===== src/rtl/cfpm_pkg.sv =====
// Shared constants for the charger fault protection manager
package cfpm_pkg;
    // Clock and the microsecond tick
    localparam int CLK_PERIOD_NS = 5;
    localparam int TICK_NS = 1000;
    localparam int TICK_CYCLES = TICK_NS / CLK_PERIOD_NS;
    localparam int TICK_CNT_W = 8;
    localparam logic [TICK_CNT_W-1:0] TICK_LAST =
        TICK_CNT_W'(TICK_CYCLES - 1);
    // Times in their own unit; ticks assume a one-microsecond tick, not TICK_NS
    localparam int US_PER_MS = 1000;
    localparam int BOV_DEB_MS = 1;
    localparam int OT_DELAY_US = 100;
    localparam int WOC_SAMPLE_US = 10;
    localparam int WOC_WIN_MS = 50;
    localparam int RETRY_LONG_MS = 1300;
    localparam int RETRY_SHORT_MS = 150;
    localparam int BOV_DEB_TICKS = BOV_DEB_MS * US_PER_MS;
    localparam int OT_DELAY_TICKS = OT_DELAY_US;
    localparam int WOC_WIN_TICKS = WOC_WIN_MS * US_PER_MS;
    localparam int RETRY_LONG_TICKS = RETRY_LONG_MS * US_PER_MS;
    localparam int RETRY_SHORT_TICKS = RETRY_SHORT_MS * US_PER_MS;
    localparam int TMR_W = 21;
    localparam logic [3:0] WOC_SAMPLE_TICKS = 4'(WOC_SAMPLE_US);
    // Thresholds, millivolts and milliamps
    localparam logic [17:0] SOV_OFFSET_MV = 18'h00320;
    localparam logic [17:0] SOV_HYST_MV = 18'h0012C;
    localparam logic [15:0] WOC_ADP_LIMIT_MA = 16'h2EE0;
    localparam logic [15:0] WOC_BAT_LIMIT_MA = 16'h4E20;
    localparam logic [2:0] WOC_TRIP_COUNT = 3'h7;
    localparam logic [6:0] BOV_PCT_1CELL = 7'h04;
    localparam logic [6:0] BOV_PCT_MULTI = 7'h02;
    localparam logic [6:0] PCT_DIVISOR = 7'h64;
    // Register byte addresses
    localparam logic [7:0] ADDR_CTRL2 = 8'h00;
    localparam logic [7:0] ADDR_SETUP = 8'h04;
    localparam logic [7:0] ADDR_STATE = 8'h08;
    localparam logic [7:0] ADDR_IRQ_STAT = 8'h0C;
    localparam logic [7:0] ADDR_IRQ_MASK = 8'h10;
    // Field positions
    localparam int CTRL2_BOV_DIS = 0;
    localparam int CTRL2_WOC_DIS = 1;
    localparam int CTRL2_RETRY_SHORT = 11;
    localparam int SETUP_CELLS_LSB = 16;
    // Reset values
    localparam logic [31:0] CTRL2_RESET = 32'h0000_0000;
    localparam logic [15:0] MAX_RAIL_RESET = 16'h20D0;
    localparam logic [1:0] CELLS_RESET = 2'h1;
    localparam logic [4:0] MASK_RESET = 5'h00;
    // Event bits in the interrupt status
    localparam int EV_BOV = 0;
    localparam int EV_SOV = 1;
    localparam int EV_WOC = 2;
    localparam int EV_OT = 3;
    localparam int EV_RETRY = 4;
    localparam int NUM_EV = 5;
    // Timer slots
    localparam int T_BOV = 0;
    localparam int T_OT = 1;
    localparam int T_WIN = 2;
    localparam int T_RETRY = 3;
    localparam int NUM_TMR = 4;
endpackage


===== src/rtl/cfpm_tmr_if.sv =====
// Control bundle between the manager and one interval timer
`timescale 1ns/1ps
interface cfpm_tmr_if;
    import cfpm_pkg::*;
    logic run;
    logic [TMR_W-1:0] limit;
    logic done;
    modport ctl (output run, output limit, input done);
    modport tmr (input run, input limit, output done);
endinterface


===== src/rtl/cfpm_tick.sv =====
// Divider giving a one-cycle pulse every microsecond
`timescale 1ns/1ps
module cfpm_tick import cfpm_pkg::*; (
    // Clock and reset
    input wire logic pclk,
    input wire logic presetn,
    // Tick out
    output logic tick
);
    logic [TICK_CNT_W-1:0] count;
    wire wrap = (count == TICK_LAST);

    always_ff @(posedge pclk or negedge presetn) begin
        if (!presetn) begin
            count <= '0;
            tick <= 1'b0;
        end else begin
            count <= wrap ? '0 : count + 1'b1;
            tick <= wrap;
        end
    end
endmodule


===== src/rtl/cfpm_timer.sv =====
// Tick-driven interval timer, cleared whenever run drops
`timescale 1ns/1ps
module cfpm_timer import cfpm_pkg::*; (
    // Clock and reset
    input wire logic pclk,
    input wire logic presetn,
    input wire logic tick,
    // Control bundle
    cfpm_tmr_if.tmr bus
);
    logic [TMR_W-1:0] count;
    wire reached = (count >= bus.limit);

    always_ff @(posedge pclk or negedge presetn) begin
        if (!presetn) begin
            count <= '0;
        end else if (!bus.run) begin
            count <= '0;
        end else if (tick && !reached) begin
            count <= count + 1'b1;
        end
    end

    // Done stays high while the timer is held running past its limit
    assign bus.done = bus.run && reached;
endmodule


===== src/rtl/cfpm_top.sv =====
// Charger fault protection manager with APB registers
// Operation
// - Battery over threshold 1ms flags, stops switching
// - Margin 4% single cell, 2% otherwise
// - Restart below half margin after 1ms
// - Control bit 0 disables battery protection
// - Rail 800mV over setting stops switching
// - Rail recovery 300mV lower, no long debounce
// - Trip on adapter 12A or battery 20A
// - Count at most once per 10us
// - Seven counts in 50ms shut input path
// - Retry after 1.3s or 150ms, bit 11
// - Control bit 1 disables overcurrent protection
// - Over 140 degrees stops switching
// - Restart below 120 degrees plus 100us
`timescale 1ns/1ps
module cfpm_top import cfpm_pkg::*; #(
    parameter int BOV_DEB_T = BOV_DEB_TICKS,
    parameter int OT_DELAY_T = OT_DELAY_TICKS,
    parameter int WOC_WIN_T = WOC_WIN_TICKS,
    parameter int RETRY_LONG_T = RETRY_LONG_TICKS,
    parameter int RETRY_SHORT_T = RETRY_SHORT_TICKS
) (
    // Clock and reset
    input wire logic pclk,
    input wire logic presetn,
    // APB slave
    input wire logic psel,
    input wire logic penable,
    input wire logic pwrite,
    input wire logic [7:0] paddr,
    input wire logic [31:0] pwdata,
    output logic [31:0] prdata,
    output logic pready,
    output logic pslverr,
    // Sensed levels, already digitised
    input wire logic [15:0] battery_sense_mv,
    input wire logic [15:0] system_rail_sense,
    input wire logic [15:0] adapter_current_ma,
    input wire logic [15:0] battery_discharge_ma,
    // Junction temperature comparators
    input wire logic temp_above_hot,
    input wire logic temp_below_cool,
    // Power stage controls
    output logic switch_enable,
    output logic input_isolation_gate,
    output logic adapter_good_flag,
    output logic startup_request,
    // Interrupt
    output logic irq
);
    // Timer bundles and their shared tick
    logic tick;
    cfpm_tmr_if tif[NUM_TMR]();

    cfpm_tick u_tick (
        .pclk(pclk),
        .presetn(presetn),
        .tick(tick)
    );

    genvar gi;
    generate
        for (gi = 0; gi < NUM_TMR; gi++) begin : g_tmr
            cfpm_timer u_timer (
                .pclk(pclk),
                .presetn(presetn),
                .tick(tick),
                .bus(tif[gi])
            );
        end
    endgenerate

    // Software registers
    logic [31:0] second_control_reg;
    logic [15:0] max_rail_voltage_setting;
    logic [1:0] cell_count;
    logic [NUM_EV-1:0] irq_status;
    logic [NUM_EV-1:0] irq_mask;

    // Fault state
    logic bov_fault;
    logic sov_fault;
    logic woc_shutdown;
    logic ot_fault;
    logic [2:0] woc_count;
    logic [3:0] woc_sample;
    logic woc_counted;

    // APB decode
    wire setup_phase = psel && !penable;
    wire access = psel && penable;
    wire wr_access = access && pwrite;
    wire rd_access = access && !pwrite;
    wire hit_ctrl = (paddr == ADDR_CTRL2);
    wire hit_setup = (paddr == ADDR_SETUP);
    wire hit_state = (paddr == ADDR_STATE);
    wire hit_stat = (paddr == ADDR_IRQ_STAT);
    wire hit_mask = (paddr == ADDR_IRQ_MASK);
    wire mapped = hit_ctrl || hit_setup || hit_state || hit_stat ||
        hit_mask;

    wire bov_disable = second_control_reg[CTRL2_BOV_DIS];
    wire woc_disable = second_control_reg[CTRL2_WOC_DIS];
    wire retry_short = second_control_reg[CTRL2_RETRY_SHORT];

    // Battery overvoltage thresholds
    wire [6:0] bov_pct = (cell_count == 2'h0) ? BOV_PCT_1CELL :
        BOV_PCT_MULTI;
    wire [22:0] bov_product = {7'h00, max_rail_voltage_setting} *
        {16'h0000, bov_pct};
    wire [22:0] bov_margin_wide = bov_product / {16'h0000, PCT_DIVISOR};
    wire [17:0] bov_margin = bov_margin_wide[17:0];
    wire [17:0] max_rail_wide = {2'h0, max_rail_voltage_setting};
    wire [17:0] bov_trip_mv = max_rail_wide + bov_margin;
    wire [17:0] bov_release_mv = max_rail_wide + (bov_margin >> 1);
    wire [17:0] batt_wide = {2'h0, battery_sense_mv};
    wire bov_above = batt_wide > bov_trip_mv;
    wire bov_below = batt_wide < bov_release_mv;

    // System rail thresholds
    wire [17:0] sov_trip_mv = max_rail_wide + SOV_OFFSET_MV;
    wire [17:0] sov_release_mv = sov_trip_mv - SOV_HYST_MV;
    wire [17:0] rail_wide = {2'h0, system_rail_sense};
    wire sov_above = rail_wide > sov_trip_mv;
    wire sov_below = rail_wide < sov_release_mv;

    // Way-overcurrent comparison
    wire woc_trip = !woc_disable &&
        ((adapter_current_ma > WOC_ADP_LIMIT_MA) ||
        (battery_discharge_ma > WOC_BAT_LIMIT_MA));
    wire sample_end = tick && (woc_sample == WOC_SAMPLE_TICKS - 4'h1);
    wire woc_count_now = woc_trip && !woc_counted && !woc_shutdown;
    wire woc_reach = woc_count_now &&
        (woc_count == WOC_TRIP_COUNT - 3'h1);

    // Timer control
    assign tif[T_BOV].run = !bov_disable &&
        (bov_fault ? bov_below : bov_above);
    assign tif[T_BOV].limit = TMR_W'(BOV_DEB_T);
    assign tif[T_OT].run = ot_fault && temp_below_cool;
    assign tif[T_OT].limit = TMR_W'(OT_DELAY_T);
    assign tif[T_WIN].run = !woc_disable && (woc_count != 3'h0) &&
        !woc_shutdown;
    assign tif[T_WIN].limit = TMR_W'(WOC_WIN_T);
    assign tif[T_RETRY].run = woc_shutdown && !woc_disable;
    assign tif[T_RETRY].limit = retry_short ? TMR_W'(RETRY_SHORT_T) :
        TMR_W'(RETRY_LONG_T);

    wire bov_set = !bov_fault && tif[T_BOV].done;
    wire bov_clr = bov_fault && (tif[T_BOV].done || bov_disable);
    wire sov_set = !sov_fault && sov_above;
    wire ot_set = !ot_fault && temp_above_hot;
    wire retry_done = tif[T_RETRY].done;

    // Battery overvoltage: flag after debounce, release after debounce
    always_ff @(posedge pclk or negedge presetn) begin
        if (!presetn) begin
            bov_fault <= 1'b0;
        end else if (bov_set) begin
            bov_fault <= 1'b1;
        end else if (bov_clr) begin
            bov_fault <= 1'b0;
        end
    end

    // System overvoltage recovers on hysteresis only
    always_ff @(posedge pclk or negedge presetn) begin
        if (!presetn) begin
            sov_fault <= 1'b0;
        end else if (sov_set) begin
            sov_fault <= 1'b1;
        end else if (sov_fault && sov_below) begin
            sov_fault <= 1'b0;
        end
    end

    // Over-temperature; a new hot report restarts the cool-down wait
    always_ff @(posedge pclk or negedge presetn) begin
        if (!presetn) begin
            ot_fault <= 1'b0;
        end else if (ot_set) begin
            ot_fault <= 1'b1;
        end else if (ot_fault && tif[T_OT].done && !temp_above_hot) begin
            ot_fault <= 1'b0;
        end
    end

    // Sample interval: one count allowed per interval
    always_ff @(posedge pclk or negedge presetn) begin
        if (!presetn) begin
            woc_sample <= '0;
            woc_counted <= 1'b0;
        end else begin
            if (sample_end) begin
                woc_sample <= '0;
            end else if (tick) begin
                woc_sample <= woc_sample + 4'h1;
            end
            if (sample_end) begin
                woc_counted <= 1'b0;
            end else if (woc_count_now) begin
                woc_counted <= 1'b1;
            end
        end
    end

    // Count inside the window; the window restarts from the first count
    always_ff @(posedge pclk or negedge presetn) begin
        if (!presetn) begin
            woc_count <= '0;
        end else if (woc_disable || woc_reach || tif[T_WIN].done) begin
            woc_count <= '0;
        end else if (woc_count_now) begin
            woc_count <= woc_count + 3'h1;
        end
    end

    // Shutdown holds until the retry wait expires
    always_ff @(posedge pclk or negedge presetn) begin
        if (!presetn) begin
            woc_shutdown <= 1'b0;
        end else if (woc_disable || retry_done) begin
            woc_shutdown <= 1'b0;
        end else if (woc_reach) begin
            woc_shutdown <= 1'b1;
        end
    end

    // Power stage outputs; the gate reacts in the cycle after the count
    wire any_fault = bov_fault || sov_fault || woc_shutdown || ot_fault ||
        woc_reach || bov_set || sov_set || ot_set;

    always_ff @(posedge pclk or negedge presetn) begin
        if (!presetn) begin
            switch_enable <= 1'b0;
            input_isolation_gate <= 1'b0;
            adapter_good_flag <= 1'b0;
            startup_request <= 1'b0;
        end else begin
            switch_enable <= !any_fault;
            input_isolation_gate <= !(woc_shutdown || woc_reach);
            adapter_good_flag <= !(woc_shutdown || woc_reach);
            startup_request <= retry_done && !woc_disable;
        end
    end

    // Interrupt events; a set in the clearing cycle wins
    wire [NUM_EV-1:0] events = {retry_done && !woc_disable, ot_set,
        woc_reach, sov_set, bov_set};
    wire stat_read = rd_access && hit_stat;
    // Clear only what the reader saw; events after the setup edge survive
    wire [NUM_EV-1:0] stat_clear = stat_read ? prdata[NUM_EV-1:0] : '0;

    always_ff @(posedge pclk or negedge presetn) begin
        if (!presetn) begin
            irq_status <= '0;
            irq <= 1'b0;
        end else begin
            irq_status <= (irq_status & ~stat_clear) | events;
            irq <= |(irq_status & irq_mask);
        end
    end

    // Writes take effect in the access phase
    always_ff @(posedge pclk or negedge presetn) begin
        if (!presetn) begin
            second_control_reg <= CTRL2_RESET;
            max_rail_voltage_setting <= MAX_RAIL_RESET;
            cell_count <= CELLS_RESET;
            irq_mask <= MASK_RESET;
        end else if (wr_access) begin
            if (hit_ctrl) begin
                second_control_reg <= pwdata;
            end else if (hit_setup) begin
                max_rail_voltage_setting <= pwdata[15:0];
                cell_count <= pwdata[SETUP_CELLS_LSB+1:SETUP_CELLS_LSB];
            end else if (hit_mask) begin
                irq_mask <= pwdata[NUM_EV-1:0];
            end
        end
    end

    // Read data are captured at setup so they stand in the access phase
    wire [31:0] state_word = {22'h000000, woc_count, woc_shutdown,
        ot_fault, sov_fault, bov_fault, switch_enable, 2'h0};
    logic [31:0] rd_mux;

    always_comb begin
        if (hit_ctrl) begin
            rd_mux = second_control_reg;
        end else if (hit_setup) begin
            rd_mux = {14'h0000, cell_count, max_rail_voltage_setting};
        end else if (hit_state) begin
            rd_mux = state_word;
        end else if (hit_stat) begin
            rd_mux = {27'h0000000, irq_status};
        end else if (hit_mask) begin
            rd_mux = {27'h0000000, irq_mask};
        end else begin
            rd_mux = 32'h0000_0000;
        end
    end

    always_ff @(posedge pclk or negedge presetn) begin
        if (!presetn) begin
            prdata <= 32'h0000_0000;
            pslverr <= 1'b0;
            pready <= 1'b0;
        end else begin
            pready <= 1'b1;
            if (setup_phase) begin
                prdata <= pwrite ? 32'h0000_0000 : rd_mux;
                pslverr <= !mapped;
            end
        end
    end
endmodule


===== config.mk =====
export PLATFORM = sky130hd
export DESIGN_NAME = cfpm_top
export DESIGN_NICKNAME = d
export VERILOG_FILES = /design/src/rtl/cfpm_pkg.sv /design/src/rtl/cfpm_tmr_if.sv /design/src/rtl/cfpm_tick.sv /design/src/rtl/cfpm_timer.sv /design/src/rtl/cfpm_top.sv
export SDC_FILE = /design/constraint.sdc
export NUM_CORES = 1
export LEC_CHECK = 0
export BUFFER_PORTS_ARGS = -buffer_cell sky130_fd_sc_hd__buf_2
export CELL_PAD_IN_SITES_DETAIL_PLACEMENT = 1
export CELL_PAD_IN_SITES_GLOBAL_PLACEMENT = 1
export CORE_MARGIN = 4
export CORE_UTILIZATION = 42
export CTS_CLUSTER_DIAMETER = 100
export DETAILED_ROUTE_END_ITERATION = 7
export GPL_TIMING_DRIVEN = 0
export PLACE_DENSITY_LB_ADDON = 0.1
export SLEW_MARGIN = 20
export SYNTH_ARGS = -nofsm -noshare
export SYNTH_HDL_FRONTEND = slang
export SYNTH_SLANG_ARGS = --single-unit

===== constraint.sdc =====
create_clock -name pclk -period 13.2 [get_ports pclk]
set_clock_uncertainty 0.2 [all_clocks]
set_input_delay 0.66 -clock pclk [delete_from_list [all_inputs] [get_ports pclk]]
set_output_delay 0.66 -clock pclk [all_outputs]
set_load 0.005 [all_outputs]

# --- After elaboration in Yosys (flattened, before gate mapping) ---
# Index checks and enable logic that the tools add are counted.
word_totals:
  register_bits: 203
  latchBits: 0
  ramBits: 0
  romBits: 0
  input_bits: 111
  output_inout_bits: 39
  elab_cells: 177
  n_memories: 0
classes:
  add_sub_neg: 11
  mul: 1
  div: 1
  magnitude_cmp: 10
  n_eq_ne: 11
  shifts: 0
  muxes: 33
  bitwise_logic: 6
  n_reduce_logical: 79
op_table:
  columns: ["op", "count"]
  rows:
  - ["two-way mux 21 bit", 9]
  - ["adder 21 x 1 -> 21 bit, second input constant", 4]
  - ["two-way mux 32 bit", 2]
  - ["< comparator 16 x 18 -> 1 bit", 2]
  - ["logical AND 1 bit", 31]
  - ["divider 23 x 7 -> 23 bit, second input constant", 1]
  - ["greater-or-equal comparator 21 x 10 -> 1 bit, second input constant", 1]
  - ["greater-or-equal comparator 21 x 16 -> 1 bit, second input constant", 1]
  - ["greater-or-equal comparator 21 bit", 1]
  - ["greater-or-equal comparator 21 x 7 -> 1 bit, second input constant", 1]
  - ["multiplier 16 x 3 -> 19 bit", 1]
  - ["adder 16 x 17 -> 18 bit", 1]
  - ["adder 16 x 18 -> 18 bit", 1]
  - ["> comparator 16 x 18 -> 1 bit", 1]
  - ["two-way mux 18 bit", 1]
  - ["subtractor 17 x 9 -> 18 bit, second input constant", 1]
  - ["adder 16 x 10 -> 17 bit, second input constant", 1]
  - ["> comparator 16 x 17 -> 1 bit", 1]
  - ["logical NOT 1 bit", 17]
  - ["logical OR 1 bit", 17]
  - ["equality test 8 x 4 -> 1 bit, second input constant", 2]
  - ["> comparator 16 x 14 -> 1 bit, second input constant", 1]
  - ["> comparator 16 x 15 -> 1 bit, second input constant", 1]
  - ["two-way mux 5 bit", 3]
  - ["other kinds (26)", 50]

# --- Logic depth before layout (Yosys ltp) ---
# Gate-level depths: netlist (run 1).
depth:
  ltp_word: 14
  ltp_mapped: 73
  ltp_nobuf: 69

# --- Hierarchy ---
# Synthesis (run 1) repeated with hierarchy kept, for this count alone.
hier_totals:
  hier_cells: 2149
  hier_area_um2: 18208.7
by_module_without_submodules:
  columns: ["mod", "instances", "cells_each", "area_each_um2", "seq_area_each_um2"]
  rows:
  - ["cfpm_top", 1, 1303, 11131.9, 2758.9]
  - ["cfpm_timer", 4, 203, 1665.3, 525.5]
  - ["cfpm_tick", 1, 34, 415.4, 225.2]

# --- Least setup slack after synthesis (run 1) ---
# Ideal clock, no wire load.
synth_timing:
  path_kind: "reg-to-reg"
  start: "reg cell_count[1]"
  end: "reg g_tmr[0].u_timer.count[17]"
  setup_ps: 72
  arrival_ps: 12486
  path_slack_ps: 442
  stages_incl_launch_ff: 70
  path_buffers: 6
  period_less_slack_ps: 12758
  cell_sequence: "dfrtp_1 nor2_1 clkbuf_1 mux2_2 ha_1 clkbuf_1 inv_1 nor3_1 a31oi_1 o21ai_0 a211oi_1 nand3_1 a31oi_1 a21o_1 and3_1 or2_1 clkbuf_1 nor3_1 [34 not listed] o21ai_0 nand2_1 xnor2_1 ha_1 a21o_1 a21oi_1 o21ai_0 a21o_1 a21oi_1 a41oi_1 o21ai_0 o21ai_0 nand2b_1 clkbuf_1 nor2_1 nor3_1 a31oi_1 nor2_1"
synth_via:
  elab_chain_len: 9
  elab_cells_between_ends: 12
  classes_between: "add/sub: 2; mul: 1; div: 1; order compare: 2; eq/ne: 1; mux: 3; reduce/logical: 2"
synth_rtl:
  columns: ["item", "line", "rtl"]
  rows:
  - ["start: declaration", "cfpm_top.sv:77", "logic [1:0] cell_count;"]
  - ["start signal: assignment", "cfpm_top.sv:277", "cell_count <= pwdata[SETUP_CELLS_LSB+1:SETUP_CELLS_LSB];"]
  - ["logical NOT 2 bit *", "cfpm_top.sv:108", "wire [6:0] bov_pct = (cell_count == 2'h0) ? BOV_PCT_1CELL :"]
  - ["two-way mux 3 bit *", "cfpm_top.sv:108", null]
  - ["multiplier 16 x 3 -> 19 bit *", "cfpm_top.sv:110", "wire [22:0] bov_product = {7'h00, max_rail_voltage_setting} *"]
  - ["divider 23 x 7 -> 23 bit *", "cfpm_top.sv:112", "wire [22:0] bov_margin_wide = bov_product / {16'h0000, PCT_DIVISOR};"]
  - ["adder 16 x 18 -> 18 bit or adder 16 x 17 -> 18 bit (tied branches)", "cfpm_top.sv:115, cfpm_top.sv:116", null]
  - ["> comparator 16 x 18 -> 1 bit or < comparator 16 x 18 -> 1 bit (tied branches)", "cfpm_top.sv:118, cfpm_top.sv:119", null]
  - ["two-way mux 1 bit *", "cfpm_top.sv:139", "(bov_fault ? bov_below : bov_above);"]
  - ["logical AND 1 bit *", "cfpm_top.sv:138", "assign tif[T_BOV].run = !bov_disable &&"]
  - ["!= test 2 bit (no line) or two-way mux 21 bit (tied branches)", null, null]
  - ["end signal: assignment", "cfpm_timer.sv:20", "count <= count + 1'b1;"]
  - ["end: declaration", "cfpm_timer.sv:11", "logic [TMR_W-1:0] count;"]
# Every way passes the cells marked *; elsewhere a longest branch is shown, timed or not.
# A chain may end at the register's enable or synchronous reset.

# --- Worst setup path in the final report (run 1) ---
layout_timing:
  start: "reg cell_count[1]"
  end: "reg bov_fault"
layout_via:
  elab_chain_len: 12
  elab_cells_between_ends: 16
  classes_between: "add/sub: 2; mul: 1; div: 1; order compare: 2; mux: 3; reduce/logical: 7"
layout_rtl:
  columns: ["item", "line", "rtl"]
  rows:
  - ["logical NOT 2 bit *", "cfpm_top.sv:108", null]
  - ["two-way mux 3 bit *", "cfpm_top.sv:108", null]
  - ["multiplier 16 x 3 -> 19 bit *", "cfpm_top.sv:110", null]
  - ["divider 23 x 7 -> 23 bit *", "cfpm_top.sv:112", null]
  - ["adder 16 x 18 -> 18 bit or adder 16 x 17 -> 18 bit (tied branches)", "cfpm_top.sv:115, cfpm_top.sv:116", null]
  - ["> comparator 16 x 18 -> 1 bit or < comparator 16 x 18 -> 1 bit (tied branches)", "cfpm_top.sv:118, cfpm_top.sv:119", null]
  - ["two-way mux 1 bit *", "cfpm_top.sv:139", null]
  - ["logical AND 1 bit *", "cfpm_top.sv:138", null]
  - ["logical AND 1 bit *", "cfpm_timer.sv:25", "assign bus.done = bus.run && reached;"]
  - ["logical OR 1 bit", "cfpm_top.sv:151", "wire bov_clr = bov_fault && (tif[T_BOV].done || bov_disable);"]
  - ["logical AND 1 bit", "cfpm_top.sv:151", null]
  - ["nonzero test 2 bit (no line)", null, null]
  - ["end signal: assignment", "cfpm_top.sv:159", "bov_fault <= 1'b0;"]
  - ["end signal: assignment", "cfpm_top.sv:161", "bov_fault <= 1'b1;"]
  - ["end signal: assignment", "cfpm_top.sv:163", "bov_fault <= 1'b0;"]
  - ["end: declaration", "cfpm_top.sv:82", "logic bov_fault;"]
# Marks and branches as above.

==> metrics, run 1 <==
First-pass DRT Iterations 5; Hold Fails Final Rpt 0; pre-CTS WS -2.97 ns; Setup crit end kind register; Hold Path End second_control_reg[23]$_DFFE_PN0P_; asr flop ratio synth 100%; FF-to-FF path depth 63; CTS H-tree lvls 1; CTS clk-pin slew, worst paths 0.07 ns; DP HPWL 38300 µm; register bit total from synthesis 203; cell count after synthesis 1780; Mapped Avg Cell Area 8.75 µm²; Die Y 201 µm; Hold Path Class primary input to register; Final WS setup 0.0550 ns; CP arrival 13.37 ns; CTS tree done; slew margin rel. 30.7%; Initial Util 42.5%; total number of vias 14600; max reg flops 84; Slowest cell on crit path or4_4; top_reg_cell synth dfrtp_1; DR WL/cell 20.3 µm; Core Rows 70; core area 0.0366 mm²; number of global-route vias before repair 15300; WS Path Type register to register; footprint of the multi-input gates 0.0107 mm²; most frequent CP cell a21oi_2; layout cells sized above 1 25.3%; Worst path top cell family by delay compound AO/OA/AOI/OAI gates; RSZ-0062 raised after global routing true; total wire length 51200 µm; Hold Path Cell Cnt 2; # diodes 0; r2r endpoint bov_fault$_DFFE_PN0P_; Yosys warning count 0; Die ar. 0.0402 mm²; PD cells 161 mW/mm²; Final Critical Period 13.15 ns; Final Cycle Share 99.6%; antenna viol nets, final 0; slowest stage delay, CP 0.51 ns; Setup-failing EPs final 0; total CTS buffers 21; Hold Startpoint pwdata[23]; placer congestion estimate 0.872; Clock Path Buffers 3; GR Util All Layers 24.0%; # DRC 0; mapped cell area 0.0156 mm²; Max Slew Vio Count 0; worst slew pin tran 1.03 ns; Startpoint Class register; internal reg-to-reg setup slack 0.05 ns; Ports 150; reg2reg start cell_count[1]$_DFFE_PN0P_; 1st-iter DRT viols 525; Die Span X 201 µm; P_leak 8.65 nW; worst-path maximum fanout 6; Max-Cap Viols 0; Pwr Total 3.12 mW; Critical Path RT 13.42 ns; Max Freq 76.1 MHz; peak supply drop 117 µV; fill count 4300; crit path launch cell_count[1]$_DFFE_PN0P_; post-synthesis sequential area ratio 32.7%; Buf+Inv Stages, Crit Path 7; FF/Latch Area 0.00509 mm²; Nets 2290; vias per inst 5.78; Yosys cell types 97; largest net degree at the start of global routing 71; final hold slack 0.186 ns; Area growth, synth to finish 23.9%; clock sinks 203; status finished clean; total grt overflow 0; Post-synth EDFFs 0; first-pass GRT wire length 81200 µm; initial antenna violation count 3; fin cells 2530; Root Buffer clkbuf_16; PortBufs 147; clk_lat worst skew 0.51 ns; Inst Count DP 2412
synth_stat cells, types with 16 or more instances:
| cell type | n | share of area [%] |
|---|---|---|
| xor2_1 | 47 | 2.6 |
| nand4_1 | 36 | 1.4 |
| a31oi_1 | 18 | 0.72 |
| nor3_1 | 43 | 1.4 |
| a21o_1 | 26 | 1.3 |
| or3_1 | 20 | 0.80 |
| o21ai_0 | 126 | 4.0 |
| a22o_1 | 17 | 0.96 |
| nand2_1 | 146 | 3.5 |
| nand2b_1 | 30 | 1.2 |
| nor2b_1 | 29 | 1.2 |
| xnor2_1 | 67 | 3.8 |
| nand3_1 | 61 | 2.0 |
| and3_1 | 23 | 0.92 |
| clkbuf_1 | 44 | 1.1 |
| nor2_1 | 176 | 4.2 |
| dfrtp_1 | 198 | 32 |
| ha_1 | 129 | 10 |
| mux2_2 | 65 | 4.7 |
| inv_1 | 84 | 2.0 |
| a21oi_1 | 108 | 3.5 |
| nor4_1 | 16 | 0.64 |
placed cells by master (no fill, tap or decap), drive strengths merged, types with 30 or more instances in the layout:
cell type / count
inv: 88
mux2: 67
o21ai: 141
nand3: 61
nand2b: 30
xor2: 47
xnor2: 67
clkbuf: 63
a21oi: 110
buf: 254
nand4: 36
dfrtp: 198
nand2: 146
ha: 129
nor3: 43
nor2: 178
worst reg2reg max path: cells and delay by family (launching register included):
kind	cells	cell delay, ns
AOI/OAI and AO/OA	38	7.49
xor gates and xnor gates	1	0.09
adders and majority gates	4	0.90
buffers and inverters	7	0.91
DFF	1	0.41
muxes	3	0.77
and+or+nand+nor	10	2.32
final cells by class:
type                    instances  area share (%)
plain buffers                  48            1.24
clock buffers                  29            3.24
clock inverters                 9           0.934
inverters                      87            1.74
multi-input cells            1445            55.6
flip-flops and latches        203            26.4
well taps                     468            3.04
repair buffers                241            7.82
worst max path at each step:
| stage | to | slack [ns] | depth (start not counted) |
|---|---|---|---|
| finish | bov_fault$_DFFE_PN0P_ | 0.05 | 63 |
| global route | bov_fault$_DFFE_PN0P_ | -0.41 | 63 |
| CTS | bov_fault$_DFFE_PN0P_ | 0.01 | 64 |
| detailed placement | g_tmr[0].u_timer.count[2]$_DFFE_PN0P_ | -2.97 | 64 |
| global placement | g_tmr[0].u_timer.count[17]$_DFFE_PN0P_ | -2.59 | 65 |
| floorplan | g_tmr[0].u_timer.count[17]$_DFFE_PN0P_ | 0.44 | 69 |
power breakdown:
group          leakage [nW]  switching, mW  internal [mW]
sequential             2.75         0.0131          0.630
clock                 0.394          0.248          0.430
combinational          5.50          0.982          0.811
total                  8.65           1.24           1.87
routing by layer:
| metal | share of wire, % | track usage (%) |
|---|---|---|
| met5 | 0.076 | 0 |
| met3 | 3.2 | 2.60 |
| met1 | 42 | 29.7 |
| met4 | 2.1 | 5.14 |
| met2 | 52 | 45.2 |
kinds of logic (layout without fill, tap and decap cells):
group | count (synthesis) | count (layout) | share of synthesized area, %
flip-flops | 203 | 203 | 32.7
XOR/XNOR | 114 | 114 | 6.41
buffers and inverters | 147 | 414 | 3.83
adder cells (fa/ha/maj) | 137 | 137 | 11.1
multiplexers | 82 | 82 | 5.86
AND/OR/NAND/NOR | 616 | 616 | 19.1
AO/OA/AOI/OAI | 479 | 479 | 21.0
other | 2 | 17 | 0.0482
metrics by stage:
| step | cell area (µm²) | utilization, % | setup TNS [ns] |
|---|---|---|---|
| detailed placement | 17000 | 46.5 | -68.97 |
| global placement | 17000 | 46.3 | -60.02 |
| CTS | 18400 | 50.3 | 0 |
| finish | 19300 | 52.7 | 0 |
| floorplan | 15600 | - | 0 |
| global route | 19300 | 52.7 | -6.82 |
repair_timing:
action | in CTS | in global routing
endpoints found under the setup margin | 24 | 24
buffers inserted | 30 | 62
resized for setup | 92 | 126
pin swaps | 39 | 86
hold endpoints to repair | 62 | 0
gates cloned | 0 | 0
hold buffers | 1 | 0
Power figures use the tool's default switching activity.
==> inputs of run 2 (changes only) <==
Settings changed: CORE_UTILIZATION 42 to 43, SYNTH_HIERARCHICAL set to 1.
==> run 2 against run 1 <==
Against the previous run: the flow now finishes with violations (setup timing); cell count increased by 22%; combinational power is 3% higher; sequential share of layout area fell by 4.1 points; die area rose by 14%; clock power up 7.8%; global-route usage is 1.5 points higher; count of clock-buffer cells in the layout rose by 9; critical path depth up 5; total power increased by 3.3%; flip-flop and latch count stayed put; design area grew 18%; fmax shrank 4.6%; largest cell class unchanged; largest power group unchanged; highest routed layer unchanged.
==> metrics, run 2 <==
Setup-failing EPs final 24; worst slew pin tran 1.08 ns; Synth area leader dfrtp_1; Critical Path RT 13.45 ns; post-synthesis sequential area ratio 27.9%; slowest stage delay, CP 0.56 ns; Logic pwr share 57.3%; failing checks setup timing; Hold Fails Final Rpt 0; Ports 150; final hold slack 0.122 ns; register bit total from synthesis 203; Slowest cell on crit path dfstp_2; Max Freq 72.6 MHz; status finished with violations; clk_lat worst skew 0.57 ns; largest net degree at the start of global routing 75; antenna viol nets, final 0; first-pass GRT wire length 97200 µm; number of global-route vias before repair 18900; Hold Path Class primary input to register; total wire length 60200 µm; Clock Path Buffers 3; post-synthesis mux area share 5.02%; CTS tree done; share of the synthesized area in the top cell type 27.2%; Pwr Total 3.22 mW; Die Span X 214 µm; Synth area leaders dfrtp_1 (27%), ha_1 (14%), a21oi_1 (5.5%); clock power share 22.8%; total grt overflow 0; slew margin rel. 27.9%; internal power 1.88 mW; count leader, synth a21oi_1; Die Y 214 µm; cell count after synthesis 2149; Startpoint Class register; clock sinks 203; switching power share of the total 41.5%; asr flop ratio synth 100%; sequential group share of total power 20.0%; Max-Cap Viols 0; GR Util All Layers 25.6%; Post-synth EDFFs 0; Setup crit end kind register; 1st-iter DRT viols 905; Nets 2823; most common cell after layout, fill and taps aside dfrtp_1; PD cells 141 mW/mm²; Mapped Avg Cell Area 8.47 µm²; Final Critical Period 13.78 ns; DR WL/cell 19.6 µm; mapped cell area 0.0182 mm²; # DRC 0; Synth Area in Adders 14.1%; Area growth, synth to finish 25.3%; First-pass DRT Iterations 5; total CTS buffers 26; Post-Synth Simple-Gate Area 19.1%; xor and xnor area share after synthesis 3.56%; total number of vias 17900; CTS H-tree lvls 1; peak supply drop 136 µV; largest family of logic cells by synthesized area compound AO/OA/AOI/OAI gates; commonest cells after routing, fill and taps aside dfrtp_1 (198), ha_1 (188), nand2_1 (172); worst-path maximum fanout 8; FF-to-FF path depth 68; CP arrival 14.03 ns; Post-DP Area 0.0200 mm²; Yosys cell types 107; Max Slew Vio Count 0; initial antenna violation count 8; max reg flops 84; Die ar. 0.0457 mm²; vias per inst 5.83; Final Cycle Share 104%; Initial Util 43.4%; most frequent CP cell buf_4; RSZ-0062 raised after global routing true; Synth Area in Compound Gates 25.0%; top_reg_cell synth dfrtp_1; CTS clk-pin slew, worst paths 0.06 ns; core area 0.0419 mm²; Sw Pwr 1.34 mW; Post-synth top cells a21oi_1 (199), dfrtp_1 (198), ha_1 (198); DP HPWL 44100 µm; Hold Path Cell Cnt 2; P_leak 10.2 nW; PortBufs 148; Core Rows 75; Yosys warning count 6; placer congestion estimate 0.875; Final WS setup -0.577 ns; Final Cell Area 0.0228 mm²; WS Path Type register to register; Root Buffer clkbuf_16; layout cells sized above 1 23.9%
==> run 2: layout make-up <==
type	count	area, µm²
diodes	5	12.5
plain buffers	75	420
clock buffers	38	746
clock inverters	10	134
fillers	5000	19100
inverters	167	629
multi-input cells	1784	13500
flip-flops and latches	203	5090
well taps	539	674
repair buffers	254	1640
==> run 2: metrics by stage <==
step                instances  worst slack (ns)  TNS, ns  util, %
finish                   3075            -0.577   -11.20     54.4
global route             3075             -1.05   -23.16     54.4
CTS                      3048            -0.192    -3.07     53.3
detailed placement       2927             -3.30   -75.73     47.8
global placement         2924             -2.82   -64.92     47.6
floorplan                2237           0.00960        0        -
==> run 2: cells by family (layout without fill, tap and decap cells) <==
| family | count (synthesis) | in the layout |
|---|---|---|
| buf+inv | 251 | 544 |
| other cells | 2 | 95 |
| compound gates | 675 | 676 |
| xor+xnor | 74 | 74 |
| simple gates | 659 | 659 |
| flops | 203 | 203 |
| fa+ha+maj | 203 | 203 |
| mux | 82 | 82 |
==> run 2: layer usage <==
layer  routed length (µm)  share of wire (%)  up-vias  track usage (%)
met3                 2010                3.3       87             2.94
met2                30400                 50      277             45.9
met5                   24              0.040        -                0
met1                26600                 44     8963             32.9
li1                     -                  -     8609                -
met4                 1200                2.0        6             6.47
==> run 2: final timing paths <==
kind                       slack (ns)                       from                                endpoint
min reg2reg                      0.29      prdata[8]$_DFFE_PN0P_                   prdata[8]$_DFFE_PN0P_
min                              0.12                 pwdata[22]      second_control_reg[22]$_DFFE_PN0P_
max                             -0.58  cell_count[0]$_DFFE_PN1P_                 switch_enable$_DFF_PN0_
max reg2reg                     -0.58  cell_count[0]$_DFFE_PN1P_                 switch_enable$_DFF_PN0_
max in group asynchronous       11.52                    presetn  g_tmr[2].u_timer/count[10]$_DFFE_PN0P_
min in group asynchronous        0.44                    presetn      second_control_reg[16]$_DFFE_PN0P_
==> run 2: critical path: cells and delay by family (launching register included) <==
kind	cells	cell delay [ns]
buffers and inverters	13	1.51
AO/OA/AOI/OAI	31	7.04
adder cells (fa/ha/maj)	4	1.15
multiplexers	1	0.31
AND/OR/NAND/NOR	18	2.78
flip-flops	1	0.56
XOR/XNOR	1	0.08
==> run 2: power groups by stage <==
| stage | clock network (mW) | registers (mW) | logic [mW] |
|---|---|---|---|
| final | 0.732 | 0.643 | 1.84 |
| after global placement | 0 | 0.651 | 1.30 |
| after detailed placement | 0 | 0.651 | 1.36 |
| after global routing | 0.776 | 0.644 | 2.00 |
| after CTS | 0.746 | 0.643 | 1.66 |
| after floorplan | 0 | 0.647 | 1.02 |
==> run 2: timing repair <==
action / CTS / global route
setup buffers: 79 / 23
gates cloned: 3 / 0
endpoints found under the setup margin: 24 / 24
pin swaps: 94 / 53
hold buffers: 1 / 0
resized for setup: 200 / 66
endpoints found under the hold margin: 59 / 0
==> inputs of run 3 (changes only) <==
Settings changed: CORE_UTILIZATION 43 to 51.
Clock period 13.2 ns to 16.1 ns, I/O delays scaled along.
==> run 3 against run 2 <==
Against the previous run: the run now ends clean; via count is 2.0% higher; global-route usage is 4.4 points higher; total power is 27% lower; fmax is 11% lower; utilization is 6.1 points higher; worst hold slack worse by 0.11 ns; critical endpoint unchanged.
==> metrics, run 3 (synthesized netlist as in run 2, its figures left out) <==
status finished clean; Final Cycle Share 95.8%; Ports 150; Sw Pwr 1.01 mW; Area growth, synth to finish 16.0%; crit path launch cell_count[1]$_DFFE_PN0P_; clock power share 24.3%; total wire length 60900 µm; CTS H-tree lvls 1; Clock Path Buffers 3; Pwr Total 2.36 mW; slowest stage delay, CP 0.53 ns; number of global-route vias before repair 19400; P_leak 9.58 nW; Core Rows 68; Setup-failing EPs final 0; WS Path Type register to register; final hold slack 0.00843 ns; reg2reg start cell_count[1]$_DFFE_PN0P_; layout cells sized above 1 16.3%; peak supply drop 88.9 µV; CTS clk-pin slew, worst paths 0.06 ns; met2 GRT Util 55.0%; DR WL/cell 21.0 µm; initial antenna violation count 10; PD cells 112 mW/mm²; total number of vias 18300; final setup TNS 0 ns; slew margin rel. 37.7%; worst-path maximum fanout 10; r2r endpoint switch_enable$_DFF_PN0_; fin cells 2907; Final Critical Period 15.42 ns; max reg flops 84; Die ar. 0.0388 mm²; FF-to-FF path depth 66; Hold Fails Final Rpt 0; Startpoint Class register; Max Slew Vio Count 0; First-pass DRT Iterations 5; sequential group share of total power 22.3%; clk_lat worst skew 0.54 ns; Top Usage Layer GRT met2; Die Y 197 µm; antenna viol nets, final 0; CP arrival 15.68 ns; core area 0.0349 mm²; 1st-iter DRT viols 835; Max Freq 64.9 MHz; commonest cells after routing, fill and taps aside ha_1 (198), dfrtp_1 (198), a21oi_1 (195); DP HPWL 44500 µm; Logic pwr share 53.3%; vias per inst 6.30; Initial Util 52.2%; Die Span X 197 µm; Slowest cell on crit path or4_1; Hold Path Class primary input to asynchronous set/reset pin; fill count 4275; Root Buffer clkbuf_16; Inst Count DP 2842; switching power share of the total 42.7%; # DRC 0; clock sinks 203; CTS tree done; internal reg-to-reg setup slack 0.68 ns; Max-Cap Viols 0; worst slew pin tran 0.929 ns; largest net degree at the start of global routing 78; GR Util All Layers 30.0%; Nets 2739; GRT met1 Usage 35.9%; Critical Path RT 16.37 ns; met3 Use GR 4.10%; Setup crit end kind register; placer congestion estimate 0.903; PortBufs 148; total CTS buffers 25; total grt overflow 0; internal power 1.35 mW; first-pass GRT wire length 97600 µm; most frequent CP cell a21oi_1
[run 3: cell type report]
cell class              instances  area [µm²]  area share, %
plain buffers                  82         353           1.67
multi-input cells            1784       12700           60.3
clock buffers                  38         744           3.53
flip-flops and latches        203        5090           24.1
well taps                     455         569           2.70
diodes                          8        20.0         0.0948
clock inverters                 6        80.1          0.379
inverters                     167         627           2.97
repair buffers                164         908           4.30
[run 3: routing by layer]
metal  vias up  routed length [µm]
met5         -                  30
met4         8                2360
met3       186                2780
met2       467               30900
met1      9186               24800
li1       8453                   -
[run 3: what timing repair did]
item,CTS,global route
buffers inserted,0,14
cloned,0,1
endpoints found under the setup margin,24,24
hold buffers,0,0
pin swaps,0,12
gates resized for setup,8,56
[run 3: how the worst max path moves through the flow]
| stage | endpoint | slack (ns) | cells past startpoint |
|---|---|---|---|
| after floorplan | switch_enable$_DFF_PN0_ | 2.73 | 63 |
| after global placement | switch_enable$_DFF_PN0_ | -0.27 | 62 |
| after detailed placement | g_tmr[0].u_timer/count[20]$_DFFE_PN0P_ | -0.92 | 61 |
| final | switch_enable$_DFF_PN0_ | 0.68 | 66 |
| after CTS | g_tmr[0].u_timer/count[20]$_DFFE_PN0P_ | 0.03 | 61 |
| after global routing | switch_enable$_DFF_PN0_ | -0.12 | 64 |
[run 3: power by group through the flow]
stage	clock (mW)	sequential, mW	combinational, mW
after floorplan	0	0.530	0.835
after global placement	0	0.533	1.06
after detailed placement	0	0.534	1.13
after CTS	0.581	0.526	1.16
after global routing	0.603	0.527	1.38
final	0.574	0.527	1.26
[run 3: worst max-delay path: cells and delay by family, from the launching register on]
| kind | cells | cell delay (ns) |
|---|---|---|
| flip-flops | 1 | 0.42 |
| buffers and inverters | 5 | 0.78 |
| multiplexers | 1 | 0.36 |
| AO/OA/AOI/OAI | 39 | 8.45 |
| AND/OR/NAND/NOR | 17 | 3.91 |
| adder cells (fa/ha/maj) | 4 | 1.20 |
[run 3: stage by stage]
| stage | area, µm² | utilization, % | setup slack [ns] |
|---|---|---|---|
| 2_1_floorplan | 18500 | - | 2.73 |
| 3_3_place_gp | 19800 | 56.9 | -0.273 |
| 3_5_place_dp | 19900 | 57.1 | -0.922 |
| 4_1_cts | 20800 | 59.5 | 0.0284 |
| 5_1_grt | 21100 | 60.5 | -0.117 |
| 6_report | 21100 | 60.5 | 0.684 |
